### src/clone_security_regs.svh
// Parameter numbers, limits and reset values of the clone and security block
// Assumes parameters are addressed as menu*100+number on a 12-bit port
`ifndef CLONE_SECURITY_REGS_SVH
`define CLONE_SECURITY_REGS_SVH
// ----------------------------------------
// Parameter addresses
// ----------------------------------------
`define ADDR_RESET_FLAG 12'h409
`define ADDR_ACTION_CODE 12'h40e
`define ADDR_SECURITY_CODE 12'h46a
`define ADDR_RATED_CURRENT 12'h46c
`define ADDR_VOLTAGE_RATING 12'h46d
`define ADDR_SW_SUBVERSION 12'h46e
`define ADDR_SP_VERSION 12'h46f
`define ADDR_REVERT_TIMEOUT 12'h475
`define ADDR_CLONE_MODE 12'h476
// ----------------------------------------
// Reset values and limits
// ----------------------------------------
`define SECURITY_RST 16'h0000
`define SECURITY_MAX 16'h270f
`define TIMEOUT_RST 8'hf0
`define TIMEOUT_MAX 8'hfa
`define CURRENT_MIN 16'h0096
`define CURRENT_MAX 16'h1b58
`define VOLTAGE_MIN 16'h00f0
`define VOLTAGE_MAX 16'h01e0
`define SUBVERSION_MAX 8'h63
`define SP_VERSION_MAX 8'h63
`define RESET_FLAG_GO 16'h0001
`define ACTION_RESET 16'h0064
// ----------------------------------------
// Key memory layout
// ----------------------------------------
`define KEY_HDR_RATING 0
`define KEY_HDR_MODE 1
`define KEY_PAR_BASE 2
// ----------------------------------------
// Timing
// ----------------------------------------
`define SECOND_NS 1000000000
`define CLK_PERIOD_NS 4
`endif

### src/clone_security_pkg.sv
// Types shared by the clone and security block
// Assumes the register header is compiled alongside
package clone_security_pkg;
  typedef enum logic [2:0] {
    CLONE_NONE = 3'h0,
    CLONE_READ = 3'h1,
    CLONE_PROG = 3'h2,
    CLONE_AUTO = 3'h3,
    CLONE_BOOT = 3'h4
  } clone_mode_type;
  typedef enum logic [2:0] {
    ST_BOOT,
    ST_IDLE,
    ST_LOAD,
    ST_STORE_HDR,
    ST_STORE,
    ST_DONE
  } copy_state_type;
endpackage

### src/nv_param_store.sv
// Nonvolatile parameter image: one write port, one registered read port
// Assumes a single clock; read data appear one cycle after the index
`timescale 1ns/1ps
module nv_param_store #(
  parameter int AW = 6,
  parameter int DW = 16
) (
  input wire logic i_ref_clk,
  input wire logic i_we,
  input wire logic [AW-1:0] i_widx,
  input wire logic [DW-1:0] i_wdata,
  input wire logic [AW-1:0] i_ridx,
  output logic [DW-1:0] o_rdata
);
  logic [DW-1:0] mem [0:(1<<AW)-1];
  always_ff @(posedge i_ref_clk) begin
    if (i_we) begin
      mem[i_widx] <= i_wdata;
    end
    o_rdata <= mem[i_ridx];
  end
endmodule

### src/clone_security_core.sv
// Parameter clone engine, user security lock, display revert and rating readouts
// Assumes a synchronous key memory with one-cycle read latency on the same clock
//
// Behaviour
// Nonzero security code blocks basic parameter writes
// Rated current read-only, 1.50 to 70.00
// Voltage rating read-only, 240 to 480
// Software sub-version read-only, 0 to 99
// Signal processor version read-only, 0 to 9.9
// Revert display after keypad idle timeout
// Mode 1 reset when halted loads key
// Mode 2 reset stores drive to key
// Serial flag, action code, terminal also reset
// Key receives only nonvolatile stored values
// Key header mode: 1,2 become 0
// Rating mismatch skips rating parameters, then trips
// Mode 3 mirrors every save into key
// Key mode 4 loads drive at power-up
`timescale 1ns/1ps
`include "clone_security_regs.svh"
module clone_security_core #(
  parameter int AW = 6,
  parameter int TICKS_PER_SEC = `SECOND_NS / `CLK_PERIOD_NS,
  parameter logic [15:0] RATED_CURRENT = 16'h0096,
  parameter logic [15:0] VOLTAGE_RATING = 16'h00f0,
  parameter logic [7:0] SW_SUBVERSION = 8'h00,
  parameter logic [7:0] SP_VERSION = 8'h00,
  parameter logic [(1<<AW)-1:0] RATING_SPECIFIC = '0
) (
  input wire logic i_ref_clk,
  input wire logic i_rst_n,
  input wire logic i_par_req,
  input wire logic i_par_we,
  input wire logic [11:0] i_par_addr,
  input wire logic [15:0] i_par_wdata,
  input wire logic i_par_basic,
  output logic o_par_ack,
  output logic o_par_refused,
  output logic [15:0] o_par_rdata,
  input wire logic i_save_we,
  input wire logic [AW-1:0] i_save_idx,
  input wire logic [15:0] i_save_data,
  output logic o_save_ready,
  input wire logic [AW-1:0] i_nv_rd_idx,
  output logic [15:0] o_nv_rd_data,
  input wire logic i_reset_key,
  input wire logic i_reset_terminal,
  input wire logic i_disabled_state,
  input wire logic i_fault_halted_state,
  input wire logic i_standby_state,
  input wire logic i_keypad_activity,
  output logic o_key_re,
  output logic o_key_we,
  output logic [AW:0] o_key_addr,
  output logic [15:0] o_key_wdata,
  input wire logic [15:0] i_key_rdata,
  output logic o_busy,
  output logic o_rating_trip,
  output logic o_status_mode,
  output logic o_user_locked,
  output logic [2:0] o_clone_mode
);
  localparam int N = 1 << AW;
  localparam logic [15:0] CUR_RO = (RATED_CURRENT < `CURRENT_MIN) ? `CURRENT_MIN :
                                   (RATED_CURRENT > `CURRENT_MAX) ? `CURRENT_MAX : RATED_CURRENT;
  localparam logic [15:0] VOLT_RO = (VOLTAGE_RATING < `VOLTAGE_MIN) ? `VOLTAGE_MIN :
                                    (VOLTAGE_RATING > `VOLTAGE_MAX) ? `VOLTAGE_MAX : VOLTAGE_RATING;
  localparam logic [7:0] SUB_RO = (SW_SUBVERSION > `SUBVERSION_MAX) ? `SUBVERSION_MAX : SW_SUBVERSION;
  localparam logic [7:0] SP_RO = (SP_VERSION > `SP_VERSION_MAX) ? `SP_VERSION_MAX : SP_VERSION;
  localparam logic [31:0] TICK_LAST = 32'(TICKS_PER_SEC - 1);
  localparam logic [AW+1:0] CNT_KEY_END = (AW+2)'(N + `KEY_PAR_BASE);
  localparam logic [AW:0] KEY_LAST = (AW+1)'(N + `KEY_PAR_BASE - 1);

  // ----------------------------------------
  // Parameter registers
  // ----------------------------------------
  logic [15:0] sec_ff, nxt_sec;
  logic [7:0] tmo_ff, nxt_tmo;
  clone_security_pkg::clone_mode_type mode_ff, nxt_mode;
  logic ack_ff, nxt_ack, ref_ff, nxt_ref;
  logic [15:0] rdata_ff, nxt_rdata;
  logic wr, blocked, ser_trig, clr_mode;
  always_comb begin
    nxt_sec = sec_ff;
    nxt_tmo = tmo_ff;
    nxt_mode = mode_ff;
    nxt_ack = i_par_req;
    nxt_ref = 1'b0;
    nxt_rdata = rdata_ff;
    ser_trig = 1'b0;
    wr = i_par_req && i_par_we;
    blocked = wr && i_par_basic && (sec_ff != `SECURITY_RST);
    if (blocked) begin
      nxt_ref = 1'b1;
    end else if (i_par_req) begin
      nxt_rdata = 16'h0000;
      unique case (i_par_addr)
        `ADDR_SECURITY_CODE: begin
          nxt_rdata = sec_ff;
          if (wr && i_par_wdata > `SECURITY_MAX) nxt_ref = 1'b1;
          else if (wr) nxt_sec = i_par_wdata;
        end
        `ADDR_RATED_CURRENT: begin
          nxt_rdata = CUR_RO;
          nxt_ref = wr;
        end
        `ADDR_VOLTAGE_RATING: begin
          nxt_rdata = VOLT_RO;
          nxt_ref = wr;
        end
        `ADDR_SW_SUBVERSION: begin
          nxt_rdata = {8'h00, SUB_RO};
          nxt_ref = wr;
        end
        `ADDR_SP_VERSION: begin
          nxt_rdata = {8'h00, SP_RO};
          nxt_ref = wr;
        end
        `ADDR_REVERT_TIMEOUT: begin
          nxt_rdata = {8'h00, tmo_ff};
          if (wr && i_par_wdata > {8'h00, `TIMEOUT_MAX}) nxt_ref = 1'b1;
          else if (wr) nxt_tmo = i_par_wdata[7:0];
        end
        `ADDR_CLONE_MODE: begin
          nxt_rdata = {13'h0000, mode_ff};
          if (wr && i_par_wdata > {13'h0000, clone_security_pkg::CLONE_BOOT}) nxt_ref = 1'b1;
          else if (wr) nxt_mode = clone_security_pkg::clone_mode_type'(i_par_wdata[2:0]);
        end
        `ADDR_RESET_FLAG: ser_trig = wr && (i_par_wdata == `RESET_FLAG_GO);
        `ADDR_ACTION_CODE: ser_trig = wr && (i_par_wdata == `ACTION_RESET);
        default: nxt_rdata = 16'h0000;
      endcase
    end
    if (clr_mode) begin
      nxt_mode = clone_security_pkg::CLONE_NONE;
    end
  end
  always_ff @(posedge i_ref_clk or negedge i_rst_n) begin
    if (!i_rst_n) begin
      sec_ff <= `SECURITY_RST;
      tmo_ff <= `TIMEOUT_RST;
      mode_ff <= clone_security_pkg::CLONE_NONE;
      ack_ff <= 1'b0;
      ref_ff <= 1'b0;
      rdata_ff <= 16'h0000;
    end else begin
      sec_ff <= nxt_sec;
      tmo_ff <= nxt_tmo;
      mode_ff <= nxt_mode;
      ack_ff <= nxt_ack;
      ref_ff <= nxt_ref;
      rdata_ff <= nxt_rdata;
    end
  end
  assign o_par_ack = ack_ff;
  assign o_par_refused = ref_ff;
  assign o_par_rdata = rdata_ff;
  assign o_user_locked = (sec_ff != `SECURITY_RST);
  assign o_clone_mode = mode_ff;

  // ----------------------------------------
  // Reset terminal synchroniser
  // ----------------------------------------
  logic term_s1_ff, term_s2_ff, term_s3_ff, trig;
  always_ff @(posedge i_ref_clk or negedge i_rst_n) begin
    if (!i_rst_n) begin
      term_s1_ff <= 1'b0;
      term_s2_ff <= 1'b0;
      term_s3_ff <= 1'b0;
    end else begin
      term_s1_ff <= i_reset_terminal;
      term_s2_ff <= term_s1_ff;
      term_s3_ff <= term_s2_ff;
    end
  end
  assign trig = i_reset_key || ser_trig || (term_s2_ff ^ term_s3_ff);

  // ----------------------------------------
  // Copy engine
  // ----------------------------------------
  clone_security_pkg::copy_state_type st_ff, nxt_st;
  logic [AW+1:0] cnt_ff, nxt_cnt;
  logic key_re_ff, nxt_key_re, key_we_ff, nxt_key_we;
  logic [AW:0] key_addr_ff, nxt_key_addr, rd_addr_ff;
  logic [15:0] key_wdata_ff, nxt_key_wdata;
  logic rd_pend_ff, nv_pend_ff, match_ff, nxt_match, trip_ff, nxt_trip, boot_done_ff, nxt_boot_done;
  logic [AW-1:0] nv_idx_ff, nv_widx, nv_ridx, ld_idx;
  logic nv_we;
  logic [15:0] nv_wdata, nv_rdata;
  logic halted;
  assign halted = i_disabled_state || i_fault_halted_state || i_standby_state;
  assign ld_idx = AW'(rd_addr_ff - (AW+1)'(`KEY_PAR_BASE));
  always_comb begin
    nxt_st = st_ff;
    nxt_cnt = cnt_ff;
    nxt_key_re = 1'b0;
    nxt_key_we = 1'b0;
    nxt_key_addr = key_addr_ff;
    nxt_key_wdata = key_wdata_ff;
    nxt_match = match_ff;
    nxt_trip = trip_ff;
    nxt_boot_done = boot_done_ff;
    nv_we = 1'b0;
    nv_widx = i_save_idx;
    nv_wdata = i_save_data;
    nv_ridx = i_nv_rd_idx;
    clr_mode = 1'b0;
    unique case (st_ff)
      clone_security_pkg::ST_BOOT: begin
        if (!boot_done_ff) begin
          nxt_boot_done = 1'b1;
          nxt_key_re = 1'b1;
          nxt_key_addr = (AW+1)'(`KEY_HDR_MODE);
        end else if (rd_pend_ff) begin
          nxt_cnt = '0;
          nxt_st = (i_key_rdata[2:0] == clone_security_pkg::CLONE_BOOT) ? clone_security_pkg::ST_LOAD
                                                                          : clone_security_pkg::ST_IDLE;
        end
      end
      clone_security_pkg::ST_IDLE: begin
        nv_we = i_save_we;
        if (i_save_we && mode_ff == clone_security_pkg::CLONE_AUTO) begin
          nxt_key_we = 1'b1;
          nxt_key_addr = (AW+1)'(i_save_idx) + (AW+1)'(`KEY_PAR_BASE);
          nxt_key_wdata = i_save_data;
        end else if (trig && mode_ff == clone_security_pkg::CLONE_READ && halted) begin
          nxt_cnt = '0;
          nxt_trip = 1'b0;
          nxt_st = clone_security_pkg::ST_LOAD;
        end else if (trig && mode_ff == clone_security_pkg::CLONE_PROG) begin
          nxt_cnt = '0;
          nxt_st = clone_security_pkg::ST_STORE_HDR;
        end
      end
      clone_security_pkg::ST_LOAD: begin
        if (cnt_ff != CNT_KEY_END) begin
          nxt_key_re = 1'b1;
          nxt_key_addr = cnt_ff[AW:0];
          nxt_cnt = cnt_ff + 1'b1;
        end
        if (rd_pend_ff && rd_addr_ff == (AW+1)'(`KEY_HDR_RATING)) begin
          nxt_match = (i_key_rdata == CUR_RO);
        end
        if (rd_pend_ff && rd_addr_ff >= (AW+1)'(`KEY_PAR_BASE)) begin
          nv_we = match_ff || !RATING_SPECIFIC[ld_idx];
          nv_widx = ld_idx;
          nv_wdata = i_key_rdata;
        end
        if (rd_pend_ff && rd_addr_ff == KEY_LAST) begin
          nxt_trip = !match_ff;
          nxt_st = clone_security_pkg::ST_DONE;
        end
      end
      clone_security_pkg::ST_STORE_HDR: begin
        nxt_key_we = 1'b1;
        nxt_cnt = cnt_ff + 1'b1;
        if (cnt_ff == '0) begin
          nxt_key_addr = (AW+1)'(`KEY_HDR_RATING);
          nxt_key_wdata = CUR_RO;
        end else begin
          nxt_key_addr = (AW+1)'(`KEY_HDR_MODE);
          nxt_key_wdata = (mode_ff == clone_security_pkg::CLONE_READ || mode_ff == clone_security_pkg::CLONE_PROG) ?
                          16'h0000 : {13'h0000, mode_ff};
          nxt_cnt = '0;
          nxt_st = clone_security_pkg::ST_STORE;
        end
      end
      clone_security_pkg::ST_STORE: begin
        nv_ridx = cnt_ff[AW-1:0];
        if (cnt_ff != (AW+2)'(N)) nxt_cnt = cnt_ff + 1'b1;
        if (nv_pend_ff) begin
          nxt_key_we = 1'b1;
          nxt_key_addr = (AW+1)'(nv_idx_ff) + (AW+1)'(`KEY_PAR_BASE);
          nxt_key_wdata = nv_rdata;
          if (nv_idx_ff == AW'(N - 1)) nxt_st = clone_security_pkg::ST_DONE;
        end
      end
      clone_security_pkg::ST_DONE: begin
        clr_mode = (mode_ff == clone_security_pkg::CLONE_READ || mode_ff == clone_security_pkg::CLONE_PROG);
        nxt_st = clone_security_pkg::ST_IDLE;
      end
    endcase
  end
  always_ff @(posedge i_ref_clk or negedge i_rst_n) begin
    if (!i_rst_n) begin
      st_ff <= clone_security_pkg::ST_BOOT;
      cnt_ff <= '0;
      key_re_ff <= 1'b0;
      key_we_ff <= 1'b0;
      key_addr_ff <= '0;
      key_wdata_ff <= 16'h0000;
      rd_pend_ff <= 1'b0;
      rd_addr_ff <= '0;
      nv_pend_ff <= 1'b0;
      nv_idx_ff <= '0;
      match_ff <= 1'b1;
      trip_ff <= 1'b0;
      boot_done_ff <= 1'b0;
    end else begin
      st_ff <= nxt_st;
      cnt_ff <= nxt_cnt;
      key_re_ff <= nxt_key_re;
      key_we_ff <= nxt_key_we;
      key_addr_ff <= nxt_key_addr;
      key_wdata_ff <= nxt_key_wdata;
      rd_pend_ff <= key_re_ff;
      rd_addr_ff <= key_addr_ff;
      nv_pend_ff <= (st_ff == clone_security_pkg::ST_STORE) && (cnt_ff != (AW+2)'(N));
      nv_idx_ff <= cnt_ff[AW-1:0];
      match_ff <= nxt_match;
      trip_ff <= nxt_trip;
      boot_done_ff <= nxt_boot_done;
    end
  end
  nv_param_store #(.AW(AW), .DW(16)) u_store (
    .i_ref_clk(i_ref_clk),
    .i_we(nv_we),
    .i_widx(nv_widx),
    .i_wdata(nv_wdata),
    .i_ridx(nv_ridx),
    .o_rdata(nv_rdata)
  );
  assign o_nv_rd_data = nv_rdata;
  assign o_save_ready = (st_ff == clone_security_pkg::ST_IDLE);
  assign o_busy = (st_ff != clone_security_pkg::ST_IDLE);
  assign o_key_re = key_re_ff;
  assign o_key_we = key_we_ff;
  assign o_key_addr = key_addr_ff;
  assign o_key_wdata = key_wdata_ff;
  assign o_rating_trip = trip_ff;

  // ----------------------------------------
  // Display revert timer
  // ----------------------------------------
  logic [31:0] tick_ff, nxt_tick;
  logic [7:0] secs_ff, nxt_secs;
  logic stat_ff, nxt_stat;
  always_comb begin
    nxt_tick = tick_ff;
    nxt_secs = secs_ff;
    nxt_stat = stat_ff;
    if (i_keypad_activity) begin
      nxt_stat = 1'b0;
      nxt_tick = 32'h0;
      nxt_secs = 8'h00;
    end else if (!stat_ff) begin
      if (secs_ff >= tmo_ff) begin
        nxt_stat = 1'b1;
      end else if (tick_ff == TICK_LAST) begin
        nxt_tick = 32'h0;
        nxt_secs = secs_ff + 8'h01;
      end else begin
        nxt_tick = tick_ff + 32'h1;
      end
    end
  end
  always_ff @(posedge i_ref_clk or negedge i_rst_n) begin
    if (!i_rst_n) begin
      tick_ff <= 32'h0;
      secs_ff <= 8'h00;
      stat_ff <= 1'b1;
    end else begin
      tick_ff <= nxt_tick;
      secs_ff <= nxt_secs;
      stat_ff <= nxt_stat;
    end
  end
  assign o_status_mode = stat_ff;
endmodule

### config.mk
export PLATFORM = sky130hd
export DESIGN_NAME = clone_security_core
export DESIGN_NICKNAME = d
export VERILOG_FILES = /design/src/clone_security_pkg.sv /design/src/nv_param_store.sv /design/src/clone_security_core.sv
export VERILOG_INCLUDE_DIRS = /design/src
export SDC_FILE = /design/constraint.sdc
export NUM_CORES = 2
export LEC_CHECK = 0
export BUFFER_PORTS_ARGS = -buffer_cell sky130_fd_sc_hd__buf_4
export CAP_MARGIN = 30
export CORE_MARGIN = 1.5
export CORE_UTILIZATION = 35
export DETAILED_ROUTE_END_ITERATION = 6
export GPL_TIMING_DRIVEN = 0
export SLEW_MARGIN = 25
export SYNTH_ARGS = -nofsm -noshare
export SYNTH_HDL_FRONTEND = slang
export SYNTH_SLANG_ARGS = --single-unit
### constraint.sdc
create_clock -name i_ref_clk -period 3.9 [get_ports i_ref_clk]
set_input_delay 0.39 -clock i_ref_clk [delete_from_list [all_inputs] [get_ports i_ref_clk]]
set_output_delay 0.39 -clock i_ref_clk [all_outputs]
set_load 0.01 [all_outputs]
==> impl_metrics.yaml <==
placement:
  io_buffers: 150
  dp_slack_ns: -0.817
  dp_cells: 5877
  gp_congestion: 0.949
  dp_hpwl_microns: 114000
setup_path:
  critical_path_class: "register to register"
  cp_data_required_time_ns: 4.30
  worstReg2RegEnd: "u_store.mem[31][4]$_DFFE_PP_"
  crit_fanout: 8
  worstRegToRegCells: 8
  cp-start-kind: "register"
  worst_ep_arrival_time_ns: 4.39
  timing.rr.start: "rd_addr_ff[2]$_DFF_PN0_"
  end_kind: "register"
  r2r_slack_ns: -0.09
timing:
  slew_viol_final: 0
  worst_pin_slew_ns: 1.07
  fmax_mhz: 251
  maxSlewHeadroom_pct: 28.7
  setup_slack_ns: -0.0899
  finalCritPeriodShare_pct: 102
  skew_ns: 0.0757
  setup_violations: 19
  tns_ns: -1.13
  fin_crit_ns: 3.99
  rsz0062_at_grt: "true"
  timing.final.hold_violations: 0
synth:
  synthDistinctLibCells: 86
  synthesis.nets: 3848
  synth_top_family_by_area: "simple AND/OR/NAND/NOR gates"
  synth_area_leaders: "edfxtp_1 63%, nand2_1 7.1%, dfrtp_1 7.1%"
  ys_ff_latch: 1183
  synth_top_flop_cell: "edfxtp_1"
  synthSimpleGateAreaFrac_pct: 16.3
  ys.warnings.count: 0
  synth_compound_area_share_pct: 5.08
  synth-adder-area-share_pct: 0.387
  yosysTopAreaCell: "edfxtp_1"
  yosys-mux-area-fraction_pct: 3.64
  ys_seq_area_share_pct: 71.5
  synth-edff-count: 1024
  synth.avg_cell_area_sq_um: 12.9
  synth_xor_area_share_pct: 0.560
  synth_top_area_share_pct: 63.4
  async_flop_share_pct: 12.1
  syn_inst: 3749
  synth_commonest_cells: "1024 x edfxtp_1, 919 x nand2_1, 439 x nand3_1"
  yosysMostFrequentCell: "edfxtp_1"
  syn_area_sq_um: 48500
worst_hold_path:
  hold_depth: 3
  min_path_type: "input pin to register"
  whs_endpoint: "o_key_wdata[7]$_DFFE_PN0P_"
  hp-start: "i_save_data[7]"
power_and_ir_drop:
  internal_power_uw: 22100
  p_switching_uw: 9040
  p_leak_uw: 0.0214
  power_frac_seq_pct: 46.8
  p_comb_share_pct: 17.1
  p_per_area_nw_per_um2: 531
  swShare_pct: 29.0
  clkPwrFrac_pct: 36.1
  finalPower_uw: 31100
  ir_drop_mv: 0.431
finish:
  final_util_pct: 42.7
  register_area_sq_um: 34700
  layout.nets: 4363
  syn_to_final_growth_pct: 21.1
  drive_gt1_share_pct: 19.5
  fillers: 12519
  multi_input_area_sq_um: 13500
  finalNonFillerCells: 6162
detailed_routing:
  wl_per_cell_microns: 26.2
  drcViolationCount: 0
  antenna_left: 0
  vias_per_cell: 5.63
  first_iter_violations: 4925
  wl_microns: 162000
  drtPass1Iterations: 5
  via_count: 34683
clocking:
  htree_levels: 3
  cts-root-buf: "clkbuf_16"
  cts_tree: "done"
  clk_latency_ns: 0.77
  cts_made_buffers: 118
  path_clk_slew_ns: 0.07
  clk_path_buf_depth: 3
  cts.sinks: 1183
floorplan:
  fp.dieH_microns: 375
  core-area_sq_um: 137000
  start_util_pct: 35.3
  dieWidth_microns: 375
  io_pins: 151
  dieArea_sq_um: 141000
  rows: 136
job:
  max_cap_violations: 0
outcome:
  violations: "setup timing"
  status: "finished with violations"
global_routing:
  grt_pass1_vias: 32202
  grt_pass1_wl_microns: 230000
  antenna_found_initial: 8
  grt.overflow.total: 0
  grt_max_degree: 77
  grtUsageTotal_pct: 22.4
==> worst max-delay path by stage <==
stage | from | end | depth (start not counted)
final | rd_addr_ff[2]$_DFF_PN0_ | u_store.mem[31][4]$_DFFE_PP_ | 8
after global routing | rd_addr_ff[2]$_DFF_PN0_ | u_store.mem[31][15]$_DFFE_PP_ | 8
after CTS | rd_addr_ff[0]$_DFF_PN0_ | u_store.mem[29][4]$_DFFE_PP_ | 10
after detailed placement | st_ff[2]$_DFFE_PN0P_ | u_store.mem[11][3]$_DFFE_PP_ | 9
after global placement | st_ff[2]$_DFFE_PN0P_ | u_store.mem[5][3]$_DFFE_PP_ | 8
after floorplan | rd_addr_ff[2]$_DFF_PN0_ | u_store.mem[31][0]$_DFFE_PP_ | 8
==> per-stage QoR <==
| stage | hold slack (ns) | instance area, sq um |
|---|---|---|
| 3_5_place_dp | 0.178 | 53800 |
| 6_report | 0.0460 | 58700 |
| 2_1_floorplan | 0.0944 | 48600 |
| 4_1_cts | 0.000897 | 58300 |
| 5_1_grt | 0.0187 | 58700 |
| 3_3_place_gp | 0.333 | 51900 |
==> power groups by stage <==
stage | combinational, uW | clock (uW) | sequential, uW
floorplan | 2450 | 0 | 14800
global placement | 4680 | 0 | 14800
detailed placement | 4940 | 0 | 14800
CTS | 5090 | 11400 | 14600
global route | 5600 | 11900 | 14600
finish | 5330 | 11300 | 14600
==> logic make-up (layout without fill, tap and decap cells) <==
group,count (synthesis),count (layout)
AND/OR/NAND/NOR,1742,1742
XOR/XNOR,31,31
AO/OA/AOI/OAI,359,359
multiplexers,160,160
flip-flops,1183,1183
adder cells (fa/ha/maj),15,15
buffers and inverters,259,875
other,0,3
==> timing repair <==
action	4_1_cts	5_1_grt
pin swaps	14	11
hold buffers	32	0
buffers inserted	11	19
resized for setup	76	75
endpoints found under the setup margin	912	372
hold endpoints to repair	113	0
==> sequential cells by signal (all words and copies together), names as in the netlist, 8 cells and up <==
name             cells
cnt_ff               8
o_key_wdata         16
o_par_rdata         16
sec_ff              16
secs_ff              8
tick_ff             32
tmo_ff               8
u_store.mem       1024
u_store.o_rdata     16
==> placed cells by master (no fill, tap or decap), drive strengths merged, types with 11 or more instances in the layout <==
master and count:
clkinv 50, xnor2 20, dfrtp 137, nor4 67, clkbuf 268, nor2 98, a21oi 41, a32o 12
inv 38, or4 13, nand3 440, nand2b 12, dlygate4sd3 32, ha 15, mux2i 109, xor2 11
nand2 919, and3 24, mux2 45, a31oi 87, and2 15, o21ai 76, a32oi 50, nor3 38
edfxtp 1024, a22oi 15, nand4 63, dfxtp 16, or3 13, a221oi 14, buf 474
==> worst max-delay path, cell delays in order, from the launching register on <==
cell and delay (ns):
dfrtp_1 0.43, or4_1 0.53, o211ai_1 0.23, nand3_2 0.20, o21ai_2 0.61, nand3_2 0.51
nor4_4 0.63, buf_2 0.30, buf_2 0.22
==> layout make-up <==
cell class	instances	area share, %
clock buffer	157	5.50
antenna	3	0.0128
timing repair buffer	400	5.28
inverter	35	0.224
tap	1794	3.82
buffer	219	2.01
multi-input combinational	2307	23.1
sequential	1183	59.1
clock inverter	64	1.02
==> per-layer routing <==
| layer | wire [microns] | global-route usage, % |
|---|---|---|
| met4 | 5840 | 7.38 |
| met5 | 34 | 0 |
| met3 | 20300 | 7.04 |
| met2 | 71300 | 34.1 |
| met1 | 64000 | 30.4 |
(Power assumes the default switching activity.)
